--- config.mk ---
export PLATFORM = sky130hd
export DESIGN_NAME = fifo_meta_event_inserter
export DESIGN_NICKNAME = d
export VERILOG_FILES = /design/src/core/fifo_meta_event_pkg.sv /design/src/core/fifo_meta_event_inserter.sv
export VERILOG_INCLUDE_DIRS = /design/src /design/src/core
export SDC_FILE = /design/constraint.sdc
export NUM_CORES = 1
export LEC_CHECK = 0
export BUFFER_PORTS_ARGS = -buffer_cell sky130_fd_sc_hd__clkbuf_2
export CORE_MARGIN = 1
export CORE_UTILIZATION = 60
export DETAILED_ROUTE_END_ITERATION = 16
export PLACE_DENSITY = 0.85
export SLEW_MARGIN = 20
export SYNTH_ARGS = -nofsm -noshare
export SYNTH_HDL_FRONTEND = slang
export SYNTH_SLANG_ARGS = --single-unit
--- constraint.sdc ---
create_clock -name clk_i -period 16.9 [get_ports clk_i]
set_input_delay 3.38 -clock clk_i [delete_from_list [all_inputs] [get_ports clk_i]]
set_output_delay 3.38 -clock clk_i [all_outputs]
set_load 0.005 [all_outputs]
--- src/core/fifo_meta_event_inserter_defs.svh ---
`ifndef FIFO_META_EVENT_INSERTER_DEFS_SVH
`define FIFO_META_EVENT_INSERTER_DEFS_SVH

`define REG_WAKE_EN        8'h00
`define REG_WAKE_IRQ_EN    8'h04
`define REG_NWAKE_EN       8'h08
`define REG_NWAKE_IRQ_EN   8'h0C
`define REG_FLUSH          8'h10
`define REG_WATERMARK      8'h14
`define REG_STATUS         8'h18

`define WAKE_EN_RST        17'h1_B816
`define WAKE_IRQ_EN_RST    17'h1_0810
`define NWAKE_EN_RST       17'h1_A816
`define NWAKE_IRQ_EN_RST   17'h1_8810
`define LEGAL_TYPE_MASK    17'h1_F81E

`define EV_FLUSH_DONE      8'h01
`define EV_RATE_CHANGED    8'h02
`define EV_POWER_CHANGED   8'h03
`define EV_FW_ERROR        8'h04
`define EV_SENSOR_ERROR    8'h0B
`define EV_OVERFLOW        8'h0C
`define EV_RANGE_CHANGED   8'h0D
`define EV_WATERMARK       8'h0E
`define EV_SELF_TEST       8'h0F
`define EV_INITIALIZED     8'h10

`define ST_ID_ACCEL        8'h01
`define ST_ID_MAG_UNCAL    8'h0E
`define ST_ID_GYRO_UNCAL   8'h10

`define FLUSH_WAKE_BIT     8
`define WM_WAKE_BIT        16
`define DISCARD_BYTES      16'h00C8
`define LOSS_MAX           16'hFFFF

`endif

--- src/core/fifo_meta_event_pkg.sv ---
package fifo_meta_event_pkg;

  typedef struct packed {
    logic       wake;
    logic [7:0] etype;
    logic [7:0] b1;
    logic [7:0] b2;
  } ev_req_t;

  typedef struct packed {
    logic        wake;
    logic [31:0] ts;
  } sample_req_t;

  typedef struct packed {
    logic       wake;
    logic [7:0] sensor;
    logic [2:0] fail;
  } self_test_t;

  typedef struct packed {
    logic       wake;
    logic [7:0] data;
    logic       last;
  } out_byte_t;

  typedef enum logic [1:0] {REC_NONE, REC_HI, REC_LO, REC_EVT} rec_kind_t;
  typedef enum logic [1:0] {ST_IDLE, ST_LOAD, ST_SEND, ST_GRANT} state_t;
  typedef enum logic [2:0] {JOB_NONE, JOB_INIT, JOB_OVF, JOB_FLUSH, JOB_WM, JOB_EVT, JOB_ST, JOB_SAMPLE} job_t;

endpackage : fifo_meta_event_pkg

--- src/core/fifo_meta_event_inserter.sv ---
// Behaviour
// [RQ1] Each event type has its own enable; disabled types never reach the FIFO.
// [RQ2] Each event type has its own interrupt enable, raising the host interrupt alone; the code raises it only for an event its FIFO enable lets through.
// [RQ3] After initialization, timestamp then Initialized event (type 16) with RAM version bytes.
// [RQ4] Every flush request inserts Flush Complete (type 1) carrying the flushed sensor type; the code keeps one pending flush that a new write replaces.
// [RQ5] Rate changes emit type 2 with the sensor type in byte 1.
// [RQ6] Power up or down emits type 3 with sensor type and power mode.
// [RQ7] Firmware errors emit type 4 with error register and debug state.
// [RQ8] Host logs error payload and recovers only by reset, patch reload, reconfiguration.
// [RQ9] Sensor failures emit type 11 with sensor type and status bits.
// [RQ10] Data loss emits type 12 with saturating lost byte count, low then high.
// [RQ11] High then low timestamp records follow every overflow event.
// [RQ12] Overflow detection discards about 200 oldest bytes of the FIFO; the code discards only when no overflow is already pending.
// [RQ13] Range changes emit type 13 with sensor type once they take effect.
// [RQ14] Watermark event type 14 carries remaining byte count near the watermark.
// [RQ15] Self-test event type 15 names the accelerometer, uncalibrated gyro or magnetometer.
// [RQ16] Self-test byte 2 holds failed axes, X=1, Y=2, Z=4, zero passes.
// [RQ17] Enables and interrupt enables are kept per FIFO with documented defaults.
// [RQ18] Low timestamp record precedes a sample only when its low half changed; the code also writes it while no low record has gone to its FIFO since reset.
// [RQ19] High timestamp record is written when the sample's upper half changed.
// [RQ20] After overflow, the event is placed when the host resumes reading.
// [RQ21] Host interrupt is raised whenever an interrupt-enabled event is emitted.
// [RQ22] Type zero and reserved types five to ten are never emitted.
`timescale 1ns/100ps
`include "fifo_meta_event_inserter_defs.svh"

module fifo_meta_event_inserter #(
  parameter logic [7:0] TS_HI_ID      = 8'hF0,
  parameter logic [7:0] TS_LO_ID      = 8'hF1,
  parameter logic [7:0] META_WAKE_ID  = 8'hF2,
  parameter logic [7:0] META_NWAKE_ID = 8'hF3
) (
  input  wire logic                              clk_i,
  input  wire logic                              rst_n_i,
  input  wire logic [7:0]                        reg_addr_i,
  input  wire logic [31:0]                       reg_wdata_i,
  input  wire logic                              reg_we_i,
  input  wire logic                              reg_re_i,
  output logic      [31:0]                       reg_rdata_o,
  input  wire logic                              init_done_i,
  input  wire logic [15:0]                       ram_version_i,
  input  wire logic [31:0]                       cur_ts_i,
  input  wire logic                              ev_valid_i,
  input  wire fifo_meta_event_pkg::ev_req_t      ev_i,
  output logic                                   ev_ready_o,
  input  wire logic                              st_valid_i,
  input  wire fifo_meta_event_pkg::self_test_t   st_i,
  output logic                                   st_ready_o,
  input  wire logic                              sample_valid_i,
  input  wire fifo_meta_event_pkg::sample_req_t  sample_i,
  output logic                                   sample_ready_o,
  input  wire logic                              data_lost_i,
  input  wire logic [15:0]                       lost_bytes_i,
  input  wire logic                              ovf_wake_i,
  input  wire logic                              host_reading_i,
  input  wire logic [15:0]                       fifo_level_i,
  output logic                                   discard_o,
  output logic      [15:0]                       discard_bytes_o,
  output fifo_meta_event_pkg::out_byte_t         out_o,
  output logic                                   out_valid_o,
  input  wire logic                              out_ready_i,
  output logic                                   host_irq_o
);

  function automatic logic mask_bit(input logic [16:0] mask, input logic [7:0] t);
    mask_bit = (t <= 8'h10) && mask[t[4:0]];
  endfunction : mask_bit

  function automatic logic gen_type_ok(input logic [7:0] t);
    gen_type_ok = (t == `EV_RATE_CHANGED) || (t == `EV_POWER_CHANGED) || (t == `EV_FW_ERROR) ||
                  (t == `EV_SENSOR_ERROR) || (t == `EV_RANGE_CHANGED);
  endfunction : gen_type_ok

  logic [16:0]                     wake_en;
  logic [16:0]                     wake_irq_en;
  logic [16:0]                     nwake_en;
  logic [16:0]                     nwake_irq_en;
  logic [15:0]                     wm_level;
  logic                            wm_wake;
  logic                            wm_armed;
  logic                            flush_pend;
  logic [7:0]                      flush_sensor;
  logic                            flush_wake;
  logic                            ovf_pend;
  logic                            ovf_wake;
  logic [15:0]                     loss_cnt;
  logic                            init_sent;
  logic [15:0]                     last_hi [2];
  logic [15:0]                     last_lo [2];
  logic [1:0]                      hi_valid;
  logic [1:0]                      lo_valid;
  fifo_meta_event_pkg::state_t     state;
  fifo_meta_event_pkg::job_t       job;
  fifo_meta_event_pkg::job_t       next_job;
  fifo_meta_event_pkg::rec_kind_t  seq [3];
  logic [31:0]                     rec_sr;
  logic [2:0]                      rec_left;
  logic                            rec_is_evt;
  logic                            job_wake;
  logic [31:0]                     job_ts;
  logic [7:0]                      job_type;
  logic [7:0]                      job_b1;
  logic [7:0]                      job_b2;
  logic                            job_irq;
  logic                            take;
  logic                            send_done;
  logic [16:0]                     sel_en;
  logic [16:0]                     sel_irq;
  logic                            sel_wake;
  logic [16:0]                     sum_loss;

  assign take      = (state == fifo_meta_event_pkg::ST_IDLE) && (next_job != fifo_meta_event_pkg::JOB_NONE);
  assign send_done = (state == fifo_meta_event_pkg::ST_SEND) && out_ready_i && (rec_left == 3'd1);

  always_comb begin
    next_job = fifo_meta_event_pkg::JOB_NONE;
    if (!init_sent) begin
      if (init_done_i) begin
        next_job = fifo_meta_event_pkg::JOB_INIT; // [RQ3]
      end
    end else if (ovf_pend && host_reading_i) begin
      next_job = fifo_meta_event_pkg::JOB_OVF; // [RQ20]
    end else if (flush_pend) begin
      next_job = fifo_meta_event_pkg::JOB_FLUSH;
    end else if (wm_armed && (wm_level != 16'h0000) && (fifo_level_i >= wm_level)) begin
      next_job = fifo_meta_event_pkg::JOB_WM;
    end else if (ev_valid_i) begin
      next_job = fifo_meta_event_pkg::JOB_EVT;
    end else if (st_valid_i) begin
      next_job = fifo_meta_event_pkg::JOB_ST;
    end else if (sample_valid_i) begin
      next_job = fifo_meta_event_pkg::JOB_SAMPLE;
    end
  end

  assign ev_ready_o     = take && (next_job == fifo_meta_event_pkg::JOB_EVT);
  assign st_ready_o     = take && (next_job == fifo_meta_event_pkg::JOB_ST);
  assign sample_ready_o = (state == fifo_meta_event_pkg::ST_GRANT);

  always_ff @(posedge clk_i) begin
    if (!rst_n_i) begin
      wake_en      <= `WAKE_EN_RST; // [RQ17]
      wake_irq_en  <= `WAKE_IRQ_EN_RST;
      nwake_en     <= `NWAKE_EN_RST;
      nwake_irq_en <= `NWAKE_IRQ_EN_RST;
      wm_level     <= 16'h0000;
      wm_wake      <= 1'b0;
    end else if (reg_we_i) begin
      case (reg_addr_i)
        `REG_WAKE_EN:      wake_en      <= reg_wdata_i[16:0] & `LEGAL_TYPE_MASK; // [RQ1] [RQ22]
        `REG_WAKE_IRQ_EN:  wake_irq_en  <= reg_wdata_i[16:0] & `LEGAL_TYPE_MASK; // [RQ2]
        `REG_NWAKE_EN:     nwake_en     <= reg_wdata_i[16:0] & `LEGAL_TYPE_MASK;
        `REG_NWAKE_IRQ_EN: nwake_irq_en <= reg_wdata_i[16:0] & `LEGAL_TYPE_MASK;
        `REG_WATERMARK: begin
          wm_level <= reg_wdata_i[15:0];
          wm_wake  <= reg_wdata_i[`WM_WAKE_BIT];
        end
        default: ;
      endcase
    end
  end

  always_ff @(posedge clk_i) begin
    if (!rst_n_i) begin
      reg_rdata_o <= 32'h0000_0000;
    end else if (reg_re_i) begin
      case (reg_addr_i)
        `REG_WAKE_EN:      reg_rdata_o <= {15'h0000, wake_en};
        `REG_WAKE_IRQ_EN:  reg_rdata_o <= {15'h0000, wake_irq_en};
        `REG_NWAKE_EN:     reg_rdata_o <= {15'h0000, nwake_en};
        `REG_NWAKE_IRQ_EN: reg_rdata_o <= {15'h0000, nwake_irq_en};
        `REG_FLUSH:        reg_rdata_o <= {23'h00_0000, flush_wake, flush_sensor};
        `REG_WATERMARK:    reg_rdata_o <= {15'h0000, wm_wake, wm_level};
        `REG_STATUS:       reg_rdata_o <= {13'h0000, init_sent, flush_pend, ovf_pend, loss_cnt};
        default:           reg_rdata_o <= 32'h0000_0000;
      endcase
    end else begin
      reg_rdata_o <= 32'h0000_0000;
    end
  end

  always_ff @(posedge clk_i) begin
    if (!rst_n_i) begin
      flush_pend   <= 1'b0;
      flush_sensor <= 8'h00;
      flush_wake   <= 1'b0;
    end else if (reg_we_i && (reg_addr_i == `REG_FLUSH)) begin
      flush_pend   <= 1'b1; // [RQ4]
      flush_sensor <= reg_wdata_i[7:0];
      flush_wake   <= reg_wdata_i[`FLUSH_WAKE_BIT];
    end else if (take && (next_job == fifo_meta_event_pkg::JOB_FLUSH)) begin
      flush_pend <= 1'b0;
    end
  end

  always_ff @(posedge clk_i) begin
    if (!rst_n_i) begin
      wm_armed <= 1'b1;
    end else if (take && (next_job == fifo_meta_event_pkg::JOB_WM)) begin
      wm_armed <= 1'b0;
    end else if (fifo_level_i < wm_level) begin
      wm_armed <= 1'b1;
    end
  end

  assign sum_loss = {1'b0, (take && (next_job == fifo_meta_event_pkg::JOB_OVF)) ? 16'h0000 : loss_cnt} +
                    {1'b0, lost_bytes_i};

  // A loss in the cycle the count is handed out starts the next count instead of vanishing.
  always_ff @(posedge clk_i) begin
    if (!rst_n_i) begin
      ovf_pend <= 1'b0;
      ovf_wake <= 1'b0;
      loss_cnt <= 16'h0000;
    end else if (data_lost_i) begin
      ovf_pend <= 1'b1;
      ovf_wake <= ovf_wake_i;
      loss_cnt <= sum_loss[16] ? `LOSS_MAX : sum_loss[15:0]; // [RQ10]
    end else if (take && (next_job == fifo_meta_event_pkg::JOB_OVF)) begin
      ovf_pend <= 1'b0;
      loss_cnt <= 16'h0000;
    end
  end

  always_ff @(posedge clk_i) begin
    if (!rst_n_i) begin
      discard_o       <= 1'b0;
      discard_bytes_o <= 16'h0000;
    end else begin
      discard_o       <= data_lost_i && !ovf_pend; // [RQ12]
      discard_bytes_o <= `DISCARD_BYTES;
    end
  end

  always_comb begin
    sel_wake = ovf_wake;
    case (next_job)
      fifo_meta_event_pkg::JOB_FLUSH: sel_wake = flush_wake;
      fifo_meta_event_pkg::JOB_WM:    sel_wake = wm_wake;
      fifo_meta_event_pkg::JOB_EVT:   sel_wake = ev_i.wake;
      fifo_meta_event_pkg::JOB_ST:    sel_wake = st_i.wake;
      default: ;
    endcase
  end

  assign sel_en  = sel_wake ? wake_en : nwake_en;
  assign sel_irq = sel_wake ? wake_irq_en : nwake_irq_en;

  always_ff @(posedge clk_i) begin
    if (!rst_n_i) begin
      init_sent <= 1'b0;
    end else if (take && (next_job == fifo_meta_event_pkg::JOB_INIT)) begin
      init_sent <= 1'b1;
    end
  end

  always_ff @(posedge clk_i) begin
    if (!rst_n_i) begin
      state      <= fifo_meta_event_pkg::ST_IDLE;
      job        <= fifo_meta_event_pkg::JOB_NONE;
      seq        <= '{fifo_meta_event_pkg::REC_NONE, fifo_meta_event_pkg::REC_NONE, fifo_meta_event_pkg::REC_NONE};
      job_wake   <= 1'b0;
      job_ts     <= 32'h0000_0000;
      job_type   <= 8'h00;
      job_b1     <= 8'h00;
      job_b2     <= 8'h00;
      job_irq    <= 1'b0;
      rec_sr     <= 32'h0000_0000;
      rec_left   <= 3'd0;
      rec_is_evt <= 1'b0;
    end else begin
      case (state)
        fifo_meta_event_pkg::ST_IDLE: begin
          if (take) begin
            state    <= fifo_meta_event_pkg::ST_LOAD;
            job      <= next_job;
            job_ts   <= cur_ts_i;
            job_irq  <= 1'b0;
            case (next_job)
              fifo_meta_event_pkg::JOB_INIT: begin
                job_wake <= 1'b0;
                job_type <= `EV_INITIALIZED;
                job_b1   <= ram_version_i[7:0];
                job_b2   <= ram_version_i[15:8];
                job_irq  <= mask_bit(nwake_irq_en, `EV_INITIALIZED);
                seq      <= '{fifo_meta_event_pkg::REC_HI, fifo_meta_event_pkg::REC_LO,
                              mask_bit(nwake_en, `EV_INITIALIZED) ? fifo_meta_event_pkg::REC_EVT
                                                                  : fifo_meta_event_pkg::REC_NONE}; // [RQ3]
              end
              fifo_meta_event_pkg::JOB_OVF: begin
                job_wake <= ovf_wake;
                job_type <= `EV_OVERFLOW;
                job_b1   <= loss_cnt[7:0]; // [RQ10]
                job_b2   <= loss_cnt[15:8];
                job_irq  <= mask_bit(sel_irq, `EV_OVERFLOW);
                seq      <= '{mask_bit(sel_en, `EV_OVERFLOW) ? fifo_meta_event_pkg::REC_EVT
                                                             : fifo_meta_event_pkg::REC_NONE,
                              fifo_meta_event_pkg::REC_HI, fifo_meta_event_pkg::REC_LO}; // [RQ11] [RQ20]
              end
              fifo_meta_event_pkg::JOB_FLUSH: begin
                job_wake <= flush_wake;
                job_type <= `EV_FLUSH_DONE;
                job_b1   <= flush_sensor; // [RQ4]
                job_b2   <= 8'h00;
                job_irq  <= mask_bit(sel_irq, `EV_FLUSH_DONE);
                seq[0]   <= mask_bit(sel_en, `EV_FLUSH_DONE) ? fifo_meta_event_pkg::REC_EVT
                                                            : fifo_meta_event_pkg::REC_NONE;
              end
              fifo_meta_event_pkg::JOB_WM: begin
                job_wake <= wm_wake;
                job_type <= `EV_WATERMARK;
                job_b1   <= fifo_level_i[7:0]; // [RQ14]
                job_b2   <= fifo_level_i[15:8];
                job_irq  <= mask_bit(sel_irq, `EV_WATERMARK);
                seq[0]   <= mask_bit(sel_en, `EV_WATERMARK) ? fifo_meta_event_pkg::REC_EVT
                                                           : fifo_meta_event_pkg::REC_NONE;
              end
              fifo_meta_event_pkg::JOB_EVT: begin
                job_wake <= ev_i.wake;
                job_type <= ev_i.etype; // [RQ5] [RQ6] [RQ7] [RQ9] [RQ13]
                job_b1   <= ev_i.b1;
                job_b2   <= ev_i.b2;
                job_irq  <= mask_bit(sel_irq, ev_i.etype); // [RQ2]
                seq[0]   <= (gen_type_ok(ev_i.etype) && mask_bit(sel_en, ev_i.etype))
                            ? fifo_meta_event_pkg::REC_EVT : fifo_meta_event_pkg::REC_NONE; // [RQ1] [RQ22]
              end
              fifo_meta_event_pkg::JOB_ST: begin
                job_wake <= st_i.wake;
                job_type <= `EV_SELF_TEST;
                job_b1   <= st_i.sensor;
                job_b2   <= {5'h00, st_i.fail}; // [RQ16]
                job_irq  <= mask_bit(sel_irq, `EV_SELF_TEST);
                seq[0]   <= (mask_bit(sel_en, `EV_SELF_TEST) &&
                             ((st_i.sensor == `ST_ID_ACCEL) || (st_i.sensor == `ST_ID_GYRO_UNCAL) ||
                              (st_i.sensor == `ST_ID_MAG_UNCAL)))
                            ? fifo_meta_event_pkg::REC_EVT : fifo_meta_event_pkg::REC_NONE; // [RQ15]
              end
              fifo_meta_event_pkg::JOB_SAMPLE: begin
                job_wake <= sample_i.wake;
                job_ts   <= sample_i.ts;
                seq      <= '{(!hi_valid[sample_i.wake] || (last_hi[sample_i.wake] != sample_i.ts[31:16]))
                              ? fifo_meta_event_pkg::REC_HI : fifo_meta_event_pkg::REC_NONE, // [RQ19]
                              (!lo_valid[sample_i.wake] || (last_lo[sample_i.wake] != sample_i.ts[15:0]))
                              ? fifo_meta_event_pkg::REC_LO : fifo_meta_event_pkg::REC_NONE, // [RQ18]
                              fifo_meta_event_pkg::REC_NONE};
              end
              default: ;
            endcase
          end
        end
        fifo_meta_event_pkg::ST_LOAD: begin
          seq <= '{seq[1], seq[2], fifo_meta_event_pkg::REC_NONE};
          case (seq[0])
            fifo_meta_event_pkg::REC_HI: begin
              rec_sr     <= {TS_HI_ID, job_ts[23:16], job_ts[31:24], 8'h00};
              rec_left   <= 3'd3;
              rec_is_evt <= 1'b0;
              state      <= fifo_meta_event_pkg::ST_SEND;
            end
            fifo_meta_event_pkg::REC_LO: begin
              rec_sr     <= {TS_LO_ID, job_ts[7:0], job_ts[15:8], 8'h00};
              rec_left   <= 3'd3;
              rec_is_evt <= 1'b0;
              state      <= fifo_meta_event_pkg::ST_SEND;
            end
            fifo_meta_event_pkg::REC_EVT: begin
              rec_sr     <= {job_wake ? META_WAKE_ID : META_NWAKE_ID, job_type, job_b1, job_b2};
              rec_left   <= 3'd4;
              rec_is_evt <= 1'b1;
              state      <= fifo_meta_event_pkg::ST_SEND;
            end
            default: begin
              if ((seq[1] == fifo_meta_event_pkg::REC_NONE) && (seq[2] == fifo_meta_event_pkg::REC_NONE)) begin
                state <= (job == fifo_meta_event_pkg::JOB_SAMPLE) ? fifo_meta_event_pkg::ST_GRANT
                                                                 : fifo_meta_event_pkg::ST_IDLE;
              end
            end
          endcase
        end
        fifo_meta_event_pkg::ST_SEND: begin
          if (out_ready_i) begin
            rec_sr   <= {rec_sr[23:0], 8'h00};
            rec_left <= rec_left - 3'd1;
            if (rec_left == 3'd1) begin
              state <= fifo_meta_event_pkg::ST_LOAD;
            end
          end
        end
        fifo_meta_event_pkg::ST_GRANT: begin
          state <= fifo_meta_event_pkg::ST_IDLE;
        end
        default: state <= fifo_meta_event_pkg::ST_IDLE;
      endcase
    end
  end

  // Trackers follow what was really written, so forced records also reset the comparison.
  always_ff @(posedge clk_i) begin
    if (!rst_n_i) begin
      last_hi  <= '{16'h0000, 16'h0000};
      last_lo  <= '{16'h0000, 16'h0000};
      hi_valid <= 2'b00;
      lo_valid <= 2'b00;
    end else if (state == fifo_meta_event_pkg::ST_LOAD) begin
      if (seq[0] == fifo_meta_event_pkg::REC_HI) begin
        last_hi[job_wake]  <= job_ts[31:16]; // [RQ19]
        hi_valid[job_wake] <= 1'b1;
      end
      if (seq[0] == fifo_meta_event_pkg::REC_LO) begin
        last_lo[job_wake]  <= job_ts[15:0]; // [RQ18]
        lo_valid[job_wake] <= 1'b1;
      end
    end
  end

  always_ff @(posedge clk_i) begin
    if (!rst_n_i) begin
      host_irq_o <= 1'b0;
    end else begin
      host_irq_o <= send_done && rec_is_evt && job_irq; // [RQ21] [RQ2]
    end
  end

  assign out_valid_o = (state == fifo_meta_event_pkg::ST_SEND);
  assign out_o.wake  = job_wake;
  assign out_o.data  = rec_sr[31:24];
  assign out_o.last  = (rec_left == 3'd1);

endmodule : fifo_meta_event_inserter

==> metrics.txt <==
DR pass1 iterations=6; Die Area=25100 µm²; Worst Setup Start Kind=primary input; Final setup viols=0; fin util=70.5%; layout cells sized above 1=16.4%; maxcap violations=0; Placeable Area=23800 µm²; Rel. slew slack=26.5%; # fillers=1869; first-pass GRT wire length=70200 µm; Req. time, crit path=17.34 ns; # resized after CTS=0; Initial Util=61.9%; Synth Register Bits=282; M3 GR Usage=6.29%; DR vias/cell=6.28; Final period util=64.2%; fin crit period=10.85 ns; Slew @ Worst Pin=1.09 ns; CTS buffer count=29; dpl ws=5.71 ns; ys async rst share=0%; Synthesis Warnings=0; CP Capture Type=flip-flop; Seq/Total Area, Yosys=38.4%; Max IR drop VDD=0.0840 mV; antenna violations before repair=1; H-tree lvl count=1; Synth cell types=73; outcome=complete, no violations; met1 Track Usage GR=44.5%; dpl cells=2244; synthesized instance count=1824; highest clock rate=92.1 MHz; CTS Buffer Depth=3; WL/cell=19.9 µm; detailed placement HPWL=32200 µm; TritonCTS Sinks=282; gr usage total=35.9%; slowest CP cell=a31oi_1; crit path buf inv count=2; Area Overhead vs Synth=13.9%; remaining global-route overflow=0; EDFF count, synth=0; worst hold start=last_hi[17]; first-iteration detailed-routing DRC count=1738; Final ANT Viol Nets=0; Die H=158 µm; kind of critical path=in -> reg; Clock transition at path regs=0.06 ns; Clk Latency, worst-skew pair=0.56 ns; vias in the first global route=13200; routability cong.=0.990; RSZ-0062 raised after global routing=false; post-synthesis cell area=14700 µm²; DRC violations left=0; hold endpoint=last_hi[17]; io pins=266; Post-CTS Hold Buffers=0; DRT Wirelength=45600 µm; final setup skew=0.00945 ns; Worst EP arrival=11.29 ns; Slew Viols, Final=0; Final WS setup=6.05 ns; R2R cell count=27; Most Used Layer, Global Route=met2; ys flop type=dfxtp_1; Avg Cell Area, Syn=8.06 µm²; worst flop-to-flop path startpoint=wm_level[15]; WHS Path Cells=2; Pwr per Cell Area=130 nW/µm²; setup TNS=0 ns; count of port buffers added during placement=224; largest net degree at the start of global routing=144; leakage=6.78 nW; Vias=14400; CTS tree=done; Final nets=2201; met2 Use GR=58.4%; Max FO, Critical Path=69; worst hold-check path type=reg -> reg; Clock Root Buffer=clkbuf_16; FP Rows=56; Post-CTS Repair Setup Buffers=0; Critical Path Max Stage Delay=0.74 ns; Top Family by Delay on Critical Path=compound AO/OA/AOI/OAI gates; register-to-register setup slack=8.53 ns; Final Hold Viols=0; Final Non-Filler Cells=2299; CP Launch Point=fifo_level_i[15]; die width=158 µm; Tot Pwr=2.17 mW; Reg-to-Reg End=loss_cnt[6]
layout make-up:
| cell class | count | area, µm² | share of cell area, % |
|---|---|---|---|
| Antenna cell | 1 | 2.50 | 0.0149 |
| Clock buffer | 44 | 882 | 5.27 |
| Clock inverter | 10 | 154 | 0.919 |
| Inverter | 38 | 148 | 0.882 |
| Multi-Input combinational cell | 1368 | 8290 | 49.5 |
| Sequential cell | 282 | 5650 | 33.7 |
| Tap cell | 319 | 399 | 2.38 |
| Timing Repair Buffer | 237 | 1220 | 7.28 |
flip-flops by register name, summed over array words and instances, names as in the netlist, 10 cells and up:
signal,count
job_ts,32
last_hi,32
last_lo,32
loss_cnt,16
nwake_en,10
nwake_irq_en,10
rec_sr,32
reg_rdata_o,19
wake_en,10
wake_irq_en,10
wm_level,16
report_power, final:
| part | total (mW) | internal (mW) | switching [mW] |
|---|---|---|---|
| clock network | 0.687 | 0.419 | 0.267 |
| registers | 0.852 | 0.758 | 0.0941 |
| logic | 0.636 | 0.233 | 0.403 |
cells in the mapped netlist, drive strengths merged, types with 3 or more instances:
cell     instances  share of area, %
nand2          322               8.2
dfxtp          282                38
a21oi          189               6.4
nor2           153               3.9
clkbuf         115               2.9
mux2i          102               6.9
nand3           59               2.0
a211oi          57               2.9
buf             46               2.2
ha              42               3.6
inv             38              0.97
o21ai           36               1.2
a22oi           33               1.7
nor3            33               1.1
and2            26               1.1
nor2b           26               1.1
xnor2           26               1.5
o22ai           19              0.81
xor2            18               1.1
a22o            16              0.95
o221a           16               1.2
nor4            15              0.68
a31oi           14              0.60
o211ai          13              0.66
nand4           11              0.51
and3            10              0.43
a221o            9              0.61
a222oi           9              0.61
nand2b           8              0.34
nor3b            6              0.31
mux2             5              0.38
o21a             5              0.26
o21bai           5              0.26
o41ai            5              0.35
a2bb2oi          4              0.36
a211o            3              0.18
a21boi           3              0.15
a21o             3              0.15
a221oi           3              0.22
nand3b           3              0.15
o311ai           3              0.18
o31a             3              0.18
cells in the final DEF (no fill, tap or decap), drive strengths merged, types with 4 or more instances in the layout:
master,n
nand2,322
dfxtp,282
clkbuf,268
a21oi,189
nor2,153
mux2i,102
nand3,59
a211oi,57
ha,42
inv,39
o21ai,36
nor3,33
a22oi,33
and2,26
xnor2,26
conb,26
nor2b,26
o22ai,19
xor2,18
o221a,16
a22o,16
nor4,15
a31oi,14
o211ai,13
buf,13
nand4,11
and3,10
a221o,9
a222oi,9
nand2b,8
nor3b,6
o21a,5
o21bai,5
mux2,5
clkinv,5
o41ai,5
bufinv,4
a2bb2oi,4
routing by layer:
metal	routed length, µm	up-vias
met1	17300	6693
met5	0	-
met3	4230	209
met2	21200	849
li1	-	6687
met4	2890	0
worst max path at each step:
stage                        end  slack [ns]  cells after the start
floorplan           loss_cnt[10]        7.97                     26
global placement     loss_cnt[2]        5.95                     27
detailed placement   loss_cnt[6]        5.71                     27
CTS                  loss_cnt[6]        6.18                     27
global route         loss_cnt[6]        5.35                     27
finish               loss_cnt[6]        6.05                     27
stage by stage:
stage	area (µm²)	hold WS, ns
4_1_cts	16700	0.454
6_report	16700	0.453
5_1_grt	16700	0.465
3_5_place_dp	15700	0.447
2_1_floorplan	14800	0.432
3_3_place_gp	15700	0.441
cell families (layout without fill, tap and decap cells):
| logic type | after synthesis | after routing | synth area share [%] |
|---|---|---|---|
| compound gates | 466 | 466 | 21.3 |
| xor+xnor | 44 | 44 | 2.62 |
| fa+ha+maj | 43 | 43 | 3.71 |
| buf+inv | 199 | 329 | 6.07 |
| flops | 282 | 282 | 38.4 |
| mux | 108 | 108 | 7.48 |
| other cells | 1 | 27 | 0.0255 |
| simple gates | 681 | 681 | 20.4 |
worst min-delay path, cell delays in order (launching register included):
cell and delay [ns]:
dfxtp_1 0.31, nand2_1 0.05, a21oi_1 0.05
Note: power is estimated with default switching activity, not from simulation.
